==> src/common/adc_cfg_map.svh <==
`ifndef ADC_CFG_MAP_SVH
`define ADC_CFG_MAP_SVH
// ****************************************************************
// register indices (byte address is four times the index)
// ****************************************************************
`define GAIN_IDX 8'h03
`define RATE_IDX 8'h04
`define STAT_IDX 8'h08
`define CTRL_IDX 8'h09
`define COUNT_IDX 8'h0A
// ****************************************************************
// reset values and field positions
// ****************************************************************
`define GAIN_RST 8'h00
`define RATE_RST 8'h14
`define DLY_MSB 7
`define DLY_LSB 5
`define AMP_MSB 4
`define AMP_LSB 3
`define GAIN_MSB 2
`define GAIN_LSB 0
`define CHOP_BIT 7
`define CLK_BIT 6
`define MODE_BIT 5
`define FILT_BIT 4
`define RATE_MSB 3
`define RATE_LSB 0
`define CTRL_START_BIT 0
`define RATE_RSV 4'hF
// ****************************************************************
// first-conversion delay in modulator periods
// ****************************************************************
`define DLY_0 13'h000E
`define DLY_1 13'h0019
`define DLY_2 13'h0040
`define DLY_3 13'h0100
`define DLY_4 13'h0400
`define DLY_5 13'h0800
`define DLY_6 13'h1000
`define DLY_7 13'h1000
`endif

==> src/common/adc_cfg_pkg.sv <==
`default_nettype none
package adc_cfg_pkg;
  typedef enum logic [1:0] {
    SEQ_IDLE,
    SEQ_DELAY,
    SEQ_CONV
  } seq_state_e;
  typedef enum logic [1:0] {
    AMP_BYPASS,
    AMP_ON,
    AMP_RSV2,
    AMP_RSV3
  } amp_mode_e;
  typedef logic [12:0] dly_t;
endpackage
`default_nettype wire

==> src/common/conv_if.sv <==
`default_nettype none
interface conv_if #(parameter int DATA_W = 16);
  logic filter_reset;
  logic conv_start;
  logic conv_done;
  logic [DATA_W-1:0] conv_data;
  logic chop_en;
  logic chop_phase;
  modport seq (output filter_reset, output conv_start,
    input conv_done, input chop_en, input chop_phase);
  modport avg (input filter_reset, input conv_done, input conv_data,
    input chop_en, output chop_phase);
endinterface
`default_nettype wire

==> src/design/conv_sequencer.sv <==
`include "adc_cfg_map.svh"
`default_nettype none
module conv_sequencer (
  input wire logic hclk,
  input wire logic hresetn,
  input wire logic ce,
  input wire logic restart,
  input wire logic single_mode,
  input wire logic [2:0] delay_code,
  input wire logic mod_tick,
  output logic delaying,
  output logic converting,
  conv_if.seq cv
);
  adc_cfg_pkg::seq_state_e state;
  adc_cfg_pkg::seq_state_e next_state;
  adc_cfg_pkg::dly_t count;
  adc_cfg_pkg::dly_t dly_load;
  logic start_now;
  logic again;

  // ****************************************************************
  // delay lookup
  // ****************************************************************
  always_comb begin
    case (delay_code)
      3'h0: dly_load = `DLY_0;
      3'h1: dly_load = `DLY_1;
      3'h2: dly_load = `DLY_2;
      3'h3: dly_load = `DLY_3;
      3'h4: dly_load = `DLY_4;
      3'h5: dly_load = `DLY_5;
      3'h6: dly_load = `DLY_6;
      default: dly_load = `DLY_7;
    endcase
  end

  // single-shot with chop still needs the second, swapped reading
  assign again = !single_mode || (cv.chop_en && !cv.chop_phase);
  assign start_now = (state == adc_cfg_pkg::SEQ_DELAY) && mod_tick &&
    (count == 13'h0001);

  always_comb begin
    next_state = state;
    case (state)
      adc_cfg_pkg::SEQ_IDLE: next_state = state;
      adc_cfg_pkg::SEQ_DELAY: begin
        if (start_now) begin
          next_state = adc_cfg_pkg::SEQ_CONV;
        end
      end
      adc_cfg_pkg::SEQ_CONV: begin
        if (cv.conv_done && !again) begin
          next_state = adc_cfg_pkg::SEQ_IDLE;
        end
      end
      default: next_state = adc_cfg_pkg::SEQ_IDLE;
    endcase
    if (restart) begin
      next_state = adc_cfg_pkg::SEQ_DELAY;
    end
  end

  // ****************************************************************
  // state and counters
  // ****************************************************************
  // out of reset the first conversion waits the default delay
  always_ff @(posedge hclk or negedge hresetn) begin
    if (!hresetn) begin
      state <= adc_cfg_pkg::SEQ_DELAY;
      count <= `DLY_0;
      cv.filter_reset <= 1'b0;
      cv.conv_start <= 1'b0;
    end else if (ce) begin
      state <= next_state;
      cv.filter_reset <= restart;
      // a restart cancels any start that was about to go out
      cv.conv_start <= !restart && (start_now ||
        ((state == adc_cfg_pkg::SEQ_CONV) && cv.conv_done &&
        again));
      if (restart) begin
        count <= dly_load;
      end else if (start_now) begin
        count <= 13'h0000;
      end else if (mod_tick && (state == adc_cfg_pkg::SEQ_DELAY)) begin
        count <= count - 13'h0001;
      end
    end
  end

  assign delaying = (state == adc_cfg_pkg::SEQ_DELAY);
  assign converting = (state == adc_cfg_pkg::SEQ_CONV);
endmodule // conv_sequencer
`default_nettype wire

==> src/design/chop_average.sv <==
`default_nettype none
module chop_average #(parameter int DATA_W = 16) (
  input wire logic hclk,
  input wire logic hresetn,
  input wire logic ce,
  output logic [DATA_W-1:0] result_data,
  output logic result_valid,
  conv_if.avg cv
);
  logic [DATA_W-1:0] first;
  logic [DATA_W:0] sum;

  // sign-extended sum so the average cannot overflow
  assign sum = {first[DATA_W-1], first} +
    {cv.conv_data[DATA_W-1], cv.conv_data};

  always_ff @(posedge hclk or negedge hresetn) begin
    if (!hresetn) begin
      first <= '0;
      cv.chop_phase <= 1'b0;
      result_data <= '0;
      result_valid <= 1'b0;
    end else if (ce) begin
      result_valid <= 1'b0;
      if (cv.filter_reset) begin
        cv.chop_phase <= 1'b0;
      end else if (cv.conv_done) begin
        if (!cv.chop_en) begin
          result_data <= cv.conv_data;
          result_valid <= 1'b1;
          cv.chop_phase <= 1'b0;
        end else if (!cv.chop_phase) begin
          first <= cv.conv_data;
          cv.chop_phase <= 1'b1;
        end else begin
          result_data <= sum[DATA_W:1];
          result_valid <= 1'b1;
          cv.chop_phase <= 1'b0;
        end
      end
    end
  end
endmodule // chop_average
`default_nettype wire

==> src/design/adc_gain_rate_config.sv <==
// Behaviour
// - config write resets filter, delays first conversion
// - delay codes 14, 25, 64, 256 and longer
// - amp field: 00 bypass, 01 enabled, rest reserved
// - gain equals two to the gain code when amp enabled, unity in bypass
// - chop swaps inputs, averages two readings
// - clock bit picks internal or external clock
// - mode bit: continuous or single-shot conversions
// - filter bit: sinc3 or low-latency filter
// - rate field selects output data rate
// - rate register resets to 14h
`include "adc_cfg_map.svh"
`default_nettype none
module adc_gain_rate_config #(
  parameter int DATA_W = 16,
  parameter int ADDR_W = 12
) (
  input wire logic hclk,
  input wire logic hresetn,
  input wire logic ce,
  input wire logic hsel,
  input wire logic [ADDR_W-1:0] haddr,
  input wire logic [1:0] htrans,
  input wire logic hwrite,
  input wire logic [2:0] hsize,
  input wire logic [31:0] hwdata,
  input wire logic hready,
  output logic [31:0] hrdata,
  output logic hreadyout,
  output logic hresp,
  input wire logic mod_tick_int,
  input wire logic mod_tick_ext,
  input wire logic conv_done,
  input wire logic [DATA_W-1:0] conv_data,
  output logic filter_reset,
  output logic conv_start,
  output logic input_swap,
  output logic amp_enable,
  output logic [7:0] amp_gain,
  output logic ext_clk_sel,
  output logic single_shot,
  output logic low_latency_filter,
  output logic [3:0] output_rate_field,
  output logic [DATA_W-1:0] result_data,
  output logic result_valid
);
  // ****************************************************************
  // bus address phase
  // ****************************************************************
  logic dp_wr;
  logic dp_rd;
  logic [7:0] dp_idx;
  logic [7:0] gain_config;
  logic [7:0] data_rate_config;
  logic start_cmd;
  logic [15:0] result_count;
  logic delaying;
  logic converting;
  logic [31:0] status_word;
  logic [31:0] next_rdata;

  wire logic addr_take = hsel && htrans[1] && hready && ce;
  wire logic [7:0] addr_idx = 8'(haddr[ADDR_W-1:2]);
  // word alignment is assumed; hsize is not decoded as only words occur
  wire logic unused_size = |hsize;

  always_ff @(posedge hclk or negedge hresetn) begin
    if (!hresetn) begin
      dp_wr <= 1'b0;
      dp_rd <= 1'b0;
      dp_idx <= 8'h00;
    end else if (ce) begin
      dp_wr <= addr_take && hwrite;
      dp_rd <= addr_take && !hwrite;
      dp_idx <= addr_idx;
    end
  end

  // ****************************************************************
  // data phase decode
  // ****************************************************************
  wire logic sel_gain = dp_idx == `GAIN_IDX;
  wire logic sel_rate = dp_idx == `RATE_IDX;
  wire logic sel_stat = dp_idx == `STAT_IDX;
  wire logic sel_ctrl = dp_idx == `CTRL_IDX;
  wire logic sel_count = dp_idx == `COUNT_IDX;
  wire logic wr_gain = dp_wr && sel_gain;
  wire logic wr_rate = dp_wr && sel_rate;
  wire logic wr_start = dp_wr && sel_ctrl && hwdata[`CTRL_START_BIT];
  // any write to either config register counts as a change; comparing
  // old and new would save a restart but hides software intent
  wire logic restart = wr_gain || wr_rate || start_cmd;

  // ****************************************************************
  // configuration registers
  // ****************************************************************
  always_ff @(posedge hclk or negedge hresetn) begin
    if (!hresetn) begin
      gain_config <= `GAIN_RST;
      data_rate_config <= `RATE_RST;
      start_cmd <= 1'b0;
    end else if (ce) begin
      start_cmd <= wr_start;
      if (wr_gain) begin
        gain_config <= hwdata[7:0];
      end
      if (wr_rate) begin
        data_rate_config <= hwdata[7:0];
      end
    end
  end

  // ****************************************************************
  // field decode
  // ****************************************************************
  wire logic [2:0] delay_code = gain_config[`DLY_MSB:`DLY_LSB];
  // a gain write restarts with the delay it carries, not the old one
  wire logic [2:0] seq_delay_code = wr_gain ?
    hwdata[`DLY_MSB:`DLY_LSB] : delay_code;
  wire logic [2:0] gain_code = gain_config[`GAIN_MSB:`GAIN_LSB];
  wire adc_cfg_pkg::amp_mode_e amp_mode =
    adc_cfg_pkg::amp_mode_e'(gain_config[`AMP_MSB:`AMP_LSB]);
  wire logic chop_on = data_rate_config[`CHOP_BIT];
  wire logic amp_rsv = (amp_mode == adc_cfg_pkg::AMP_RSV2) ||
    (amp_mode == adc_cfg_pkg::AMP_RSV3);
  wire logic rate_rsv =
    data_rate_config[`RATE_MSB:`RATE_LSB] == `RATE_RSV;
  // bypass with a gain other than unity is a software fault
  wire logic gain_fault = (amp_mode == adc_cfg_pkg::AMP_BYPASS) &&
    (gain_code != 3'h0);
  wire logic mod_tick = ext_clk_sel ? mod_tick_ext : mod_tick_int;

  assign amp_enable = amp_mode == adc_cfg_pkg::AMP_ON;
  // bypassed amplifier passes the signal at unity gain
  assign amp_gain = amp_enable ? (8'h01 << gain_code) : 8'h01;
  assign ext_clk_sel = data_rate_config[`CLK_BIT];
  assign single_shot = data_rate_config[`MODE_BIT];
  assign low_latency_filter = data_rate_config[`FILT_BIT];
  assign output_rate_field =
    data_rate_config[`RATE_MSB:`RATE_LSB];

  // ****************************************************************
  // conversion sequencing and chop averaging
  // ****************************************************************
  conv_if #(.DATA_W(DATA_W)) cv ();

  assign cv.conv_done = conv_done;
  assign cv.conv_data = conv_data;
  assign cv.chop_en = chop_on;
  assign filter_reset = cv.filter_reset;
  assign conv_start = cv.conv_start;
  assign input_swap = cv.chop_phase;

  conv_sequencer u_seq (
    .hclk(hclk),
    .hresetn(hresetn),
    .ce(ce),
    .restart(restart),
    .single_mode(single_shot),
    .delay_code(seq_delay_code),
    .mod_tick(mod_tick),
    .delaying(delaying),
    .converting(converting),
    .cv(cv.seq)
  );

  chop_average #(.DATA_W(DATA_W)) u_avg (
    .hclk(hclk),
    .hresetn(hresetn),
    .ce(ce),
    .result_data(result_data),
    .result_valid(result_valid),
    .cv(cv.avg)
  );

  // ****************************************************************
  // result counter
  // ****************************************************************
  // cleared by the filter reset so software can tell stale results
  always_ff @(posedge hclk or negedge hresetn) begin
    if (!hresetn) begin
      result_count <= 16'h0000;
    end else if (ce) begin
      if (cv.filter_reset) begin
        result_count <= 16'h0000;
      end else if (result_valid) begin
        result_count <= result_count + 16'h0001;
      end
    end
  end

  // ****************************************************************
  // read path
  // ****************************************************************
  assign status_word = {16'(result_data), 10'h000, gain_fault,
    rate_rsv, amp_rsv, cv.chop_phase, converting, delaying};

  always_comb begin
    next_rdata = 32'h0000_0000;
    if (sel_gain) begin
      next_rdata = {24'h000000, gain_config};
    end else if (sel_rate) begin
      next_rdata = {24'h000000, data_rate_config};
    end else if (sel_stat) begin
      next_rdata = status_word;
    end else if (sel_count) begin
      next_rdata = {16'h0000, result_count};
    end else begin
      next_rdata = 32'h0000_0000;
    end
  end

  // read data only shown in a read data phase; writes read back at once
  assign hrdata = dp_rd ? next_rdata : 32'h0000_0000;
  assign hreadyout = ce || unused_size && 1'b0;
  assign hresp = 1'b0;
endmodule // adc_gain_rate_config
`default_nettype wire

==> config.mk <==
export PLATFORM = sky130hd
export DESIGN_NAME = adc_gain_rate_config
export DESIGN_NICKNAME = d
export VERILOG_FILES = /design/src/common/adc_cfg_pkg.sv /design/src/common/conv_if.sv /design/src/design/conv_sequencer.sv /design/src/design/chop_average.sv /design/src/design/adc_gain_rate_config.sv
export VERILOG_INCLUDE_DIRS = /design/src /design/src/common
export SDC_FILE = /design/constraint.sdc
export NUM_CORES = 1
export LEC_CHECK = 0
export BUFFER_PORTS_ARGS = -buffer_cell sky130_fd_sc_hd__buf_2
export CORE_MARGIN = 1
export CORE_UTILIZATION = 40
export DETAILED_ROUTE_END_ITERATION = 10
export GPL_TIMING_DRIVEN = 0
export PLACE_DENSITY = 0.65
export SYNTH_ARGS = -nofsm -noshare
export SYNTH_HDL_FRONTEND = slang
export SYNTH_SLANG_ARGS = --single-unit
export TNS_END_PERCENT = 1
==> constraint.sdc <==
create_clock -name hclk -period 2.18 [get_ports hclk]
set_clock_uncertainty 0.15 [all_clocks]
set_input_delay 0.545 -clock hclk [delete_from_list [all_inputs] [get_ports hclk]]
set_output_delay 0.545 -clock hclk [all_outputs]
set_load 0.01 [all_outputs]
==> results.toml <==
[floorplan]
die_y_microns = 122
row_count = 43
die_w_microns = 122
initial_core_util_pct = 41.3
dieArea_sq_um = 14900
io_pins = 144
core_area_sq_um = 14000

[placed_design]
place.gp.congestion = 0.910
dp_hpwl_microns = 11400
pre_cts_slack_ns = -0.654
port_buffers = 109
place_inst = 884
place_area_sq_um = 6600

[detailed_routing]
routed-via-count = 5156
viasPerCell = 5.68
ant_nets = 0
first_iter_violations = 293
wl_per_cell_microns = 17.3
dr.pass1.iters = 4
drc = 0
wl_microns = 15700

[cells_and_area]
final_common_cell = "buf_2"
drive_above_1_share_pct = 33.8
finalNetCount = 815
nFillCells = 1298
fin_area_sq_um = 7180
fin_cells = 907
area_delta_synth_final_pct = 24.1
antenna-diode-count = 0
final_util_pct = 51.3
layout_common_cells = "buf_2 (109), dfrtp_1 (88), mux2_2 (41)"

[timing]
fmax_mhz = 337
report.final.slew_viol_count = 0
rsz0062_at_grt = "yes"
final.setup.worst_slack_ns = -0.784
worst_pin_slew_ns = 0.727
relSlewSlack_pct = 51.1
layout_min_cycle_time_ns = 2.96
setup_violations = 44
hold_viol = 0
min_period_over_period_pct = 136

[synthesis]
synth.avg_cell_area_sq_um = 9.74
synth_top_family_by_area = "simple AND/OR/NAND/NOR gates"
syn-num-nets = 687
ys_seq_area_share_pct = 40.8
synthSimpleGateAreaFrac_pct = 21.0
ys_ff_latch = 94
synth_xor_area_share_pct = 2.88
synth_adder_area_share_pct = 4.24
synth_edf_count = 0
synth_async_sr_flop_share_pct = 100
synthDistinctLibCells = 78
ys_warn_count = 0
synth_area_sq_um = 5780
synthFlopType = "dfrtp_1"
synth_compound_area_share_pct = 18.8
syn_inst = 594
synthMuxAreaShare_pct = 8.85

[critical_path]
reg2reg_from = "u_seq.state[0]"
endpoint_kind = "output port"
reg2reg_setup_slack_ns = -0.15
r2r-end = "u_seq.count[6]"
r2r_cells = 7
worst-path-max-fanout = 8
startpoint_type = "register"
crit_start = "dp_idx[5]"
critPathKind = "reg2out"
required_ns = 1.48
crit_arrival_ns = 2.27

[clock_tree]
clk_pin_slew_worst_paths_ns = 0.06
h-tree-depth = 3
numCtsBuffers = 9
hold_buffers = 0
clk_root_buffer_cell = "clkbuf_16"
cts.sinks = 94
cts_max_path_buffers = 2
clock_latency_ns = 0.35
tritoncts = "built"

[pwr]
p_leak_uw = 0.00331
pwr_density_cell_nw_per_um2 = 857
worst_ir_drop_vdd_mv = 0.389

[global_routing]
grt_pass1_vias = 4835
grt-ovfl-total = 0
track_usage_pct = 21.5
grt_pass1_wl_microns = 25000
antenna_found_initial = 0
grt_max_degree = 52

[worst_hold_path]
min_path_type = "in2async"

[run_status]
status = "finished, violations left"
violations = "setup timing"

[job]
drv_cap = 0
per-layer routing:
layer  up-vias  GRT usage (%)  wire length [microns]
li1       2456              -                      -
met1      2483           31.1                   7310
met2       195           32.0                   7060
met3        22           3.67                    992
met4         0           8.46                    297
met5         -              0                      0
kinds of logic (layout without fill, tap and decap cells):
group                      Yosys count  after routing
other                                1              1
AOI/OAI and AO/OA                  165            165
DFF                                 94             94
adders and majority gates           19             19
buffers and inverters               36            169
xor gates and xnor gates            19             19
muxes                               46             46
and+or+nand+nor                    214            214
worst max-delay path: stages (launching register included):
cell	delay [ns]
dfrtp_1	0.40
nor4_4	0.32
nand3b_1	0.26
nor3b_4	0.29
buf_6	0.15
and3_4	0.24
and2_1	0.13
buf_2	0.12
metrics by stage:
step,setup TNS [ns],total power (uW),hold slack (ns)
detailed placement,-34.12,4440,0.333
finish,-24.02,6150,0.0650
CTS,-24.58,6090,0.0784
floorplan,-7.71,3820,0.0994
global placement,-77.14,4370,0.327
global route,-28.91,6530,0.105
flip-flops by register name (all words and copies together), names as in the netlist:
register and cells:
u_seq.state 2, result_count 16, start_cmd 1, dp_idx 8
u_seq.count 13, u_avg.cv.chop_phase 1, u_avg.first 16, u_avg.result_valid 1
data_rate_config 8, u_seq.cv.filter_reset 1, gain_config 8, dp_wr 1
u_avg.result_data 16, dp_rd 1, u_seq.cv.conv_start 1
cells in the mapped netlist (5+ instances only):
| library cell | n | area [sq um] |
|---|---|---|
| nor2_1 | 34 | 128 |
| xnor2_1 | 5 | 43.8 |
| o2bb2ai_1 | 9 | 78.8 |
| a31oi_1 | 7 | 43.8 |
| mux2_2 | 41 | 462 |
| and2_1 | 30 | 188 |
| nand4_1 | 6 | 37.5 |
| a22oi_1 | 13 | 97.6 |
| nand2b_1 | 9 | 56.3 |
| nor3_1 | 19 | 95.1 |
| o21ai_0 | 38 | 190 |
| a21oi_1 | 42 | 210 |
| ha_1 | 18 | 225 |
| nand3_1 | 13 | 65.1 |
| clkbuf_1 | 10 | 37.5 |
| inv_1 | 13 | 48.8 |
| mux2i_1 | 5 | 50.1 |
| and3_1 | 13 | 81.3 |
| dfstp_2 | 6 | 158 |
| or3_1 | 9 | 56.3 |
| a21o_1 | 8 | 60.1 |
| dfrtp_1 | 88 | 2200 |
| xor2_1 | 14 | 123 |
| nand2_1 | 41 | 154 |
area by class of cell:
type	count	area, sq um	share of cell area (%)
repair buffers	117	652	9.08
clock inverters	1	5.00	0.0697
plain buffers	23	150	2.09
well taps	180	225	3.14
clock buffers	15	278	3.87
flip-flops and latches	94	2360	32.9
inverters	13	48.8	0.680
multi-input cells	464	3460	48.2
power by group:
group | internal (uW) | switching (uW)
combinational | 966 | 1130
clock | 867 | 649
sequential | 2150 | 384
worst max path at each step:
stage	end	slack, ns
after floorplan	hrdata[10]	-0.24
after global placement	u_avg.result_data[11]	-0.62
after detailed placement	hrdata[25]	-0.65
after CTS	hrdata[22]	-0.79
after global routing	hrdata[13]	-0.88
final	hrdata[11]	-0.78
timing repair:
action | in CTS | in global routing
cloned | 0 | 1
setup endpoints to repair | 86 | 79
pin swaps | 29 | 8
gates resized for setup | 29 | 32
setup buffers | 6 | 0
Power figures use the tool's default switching activity.
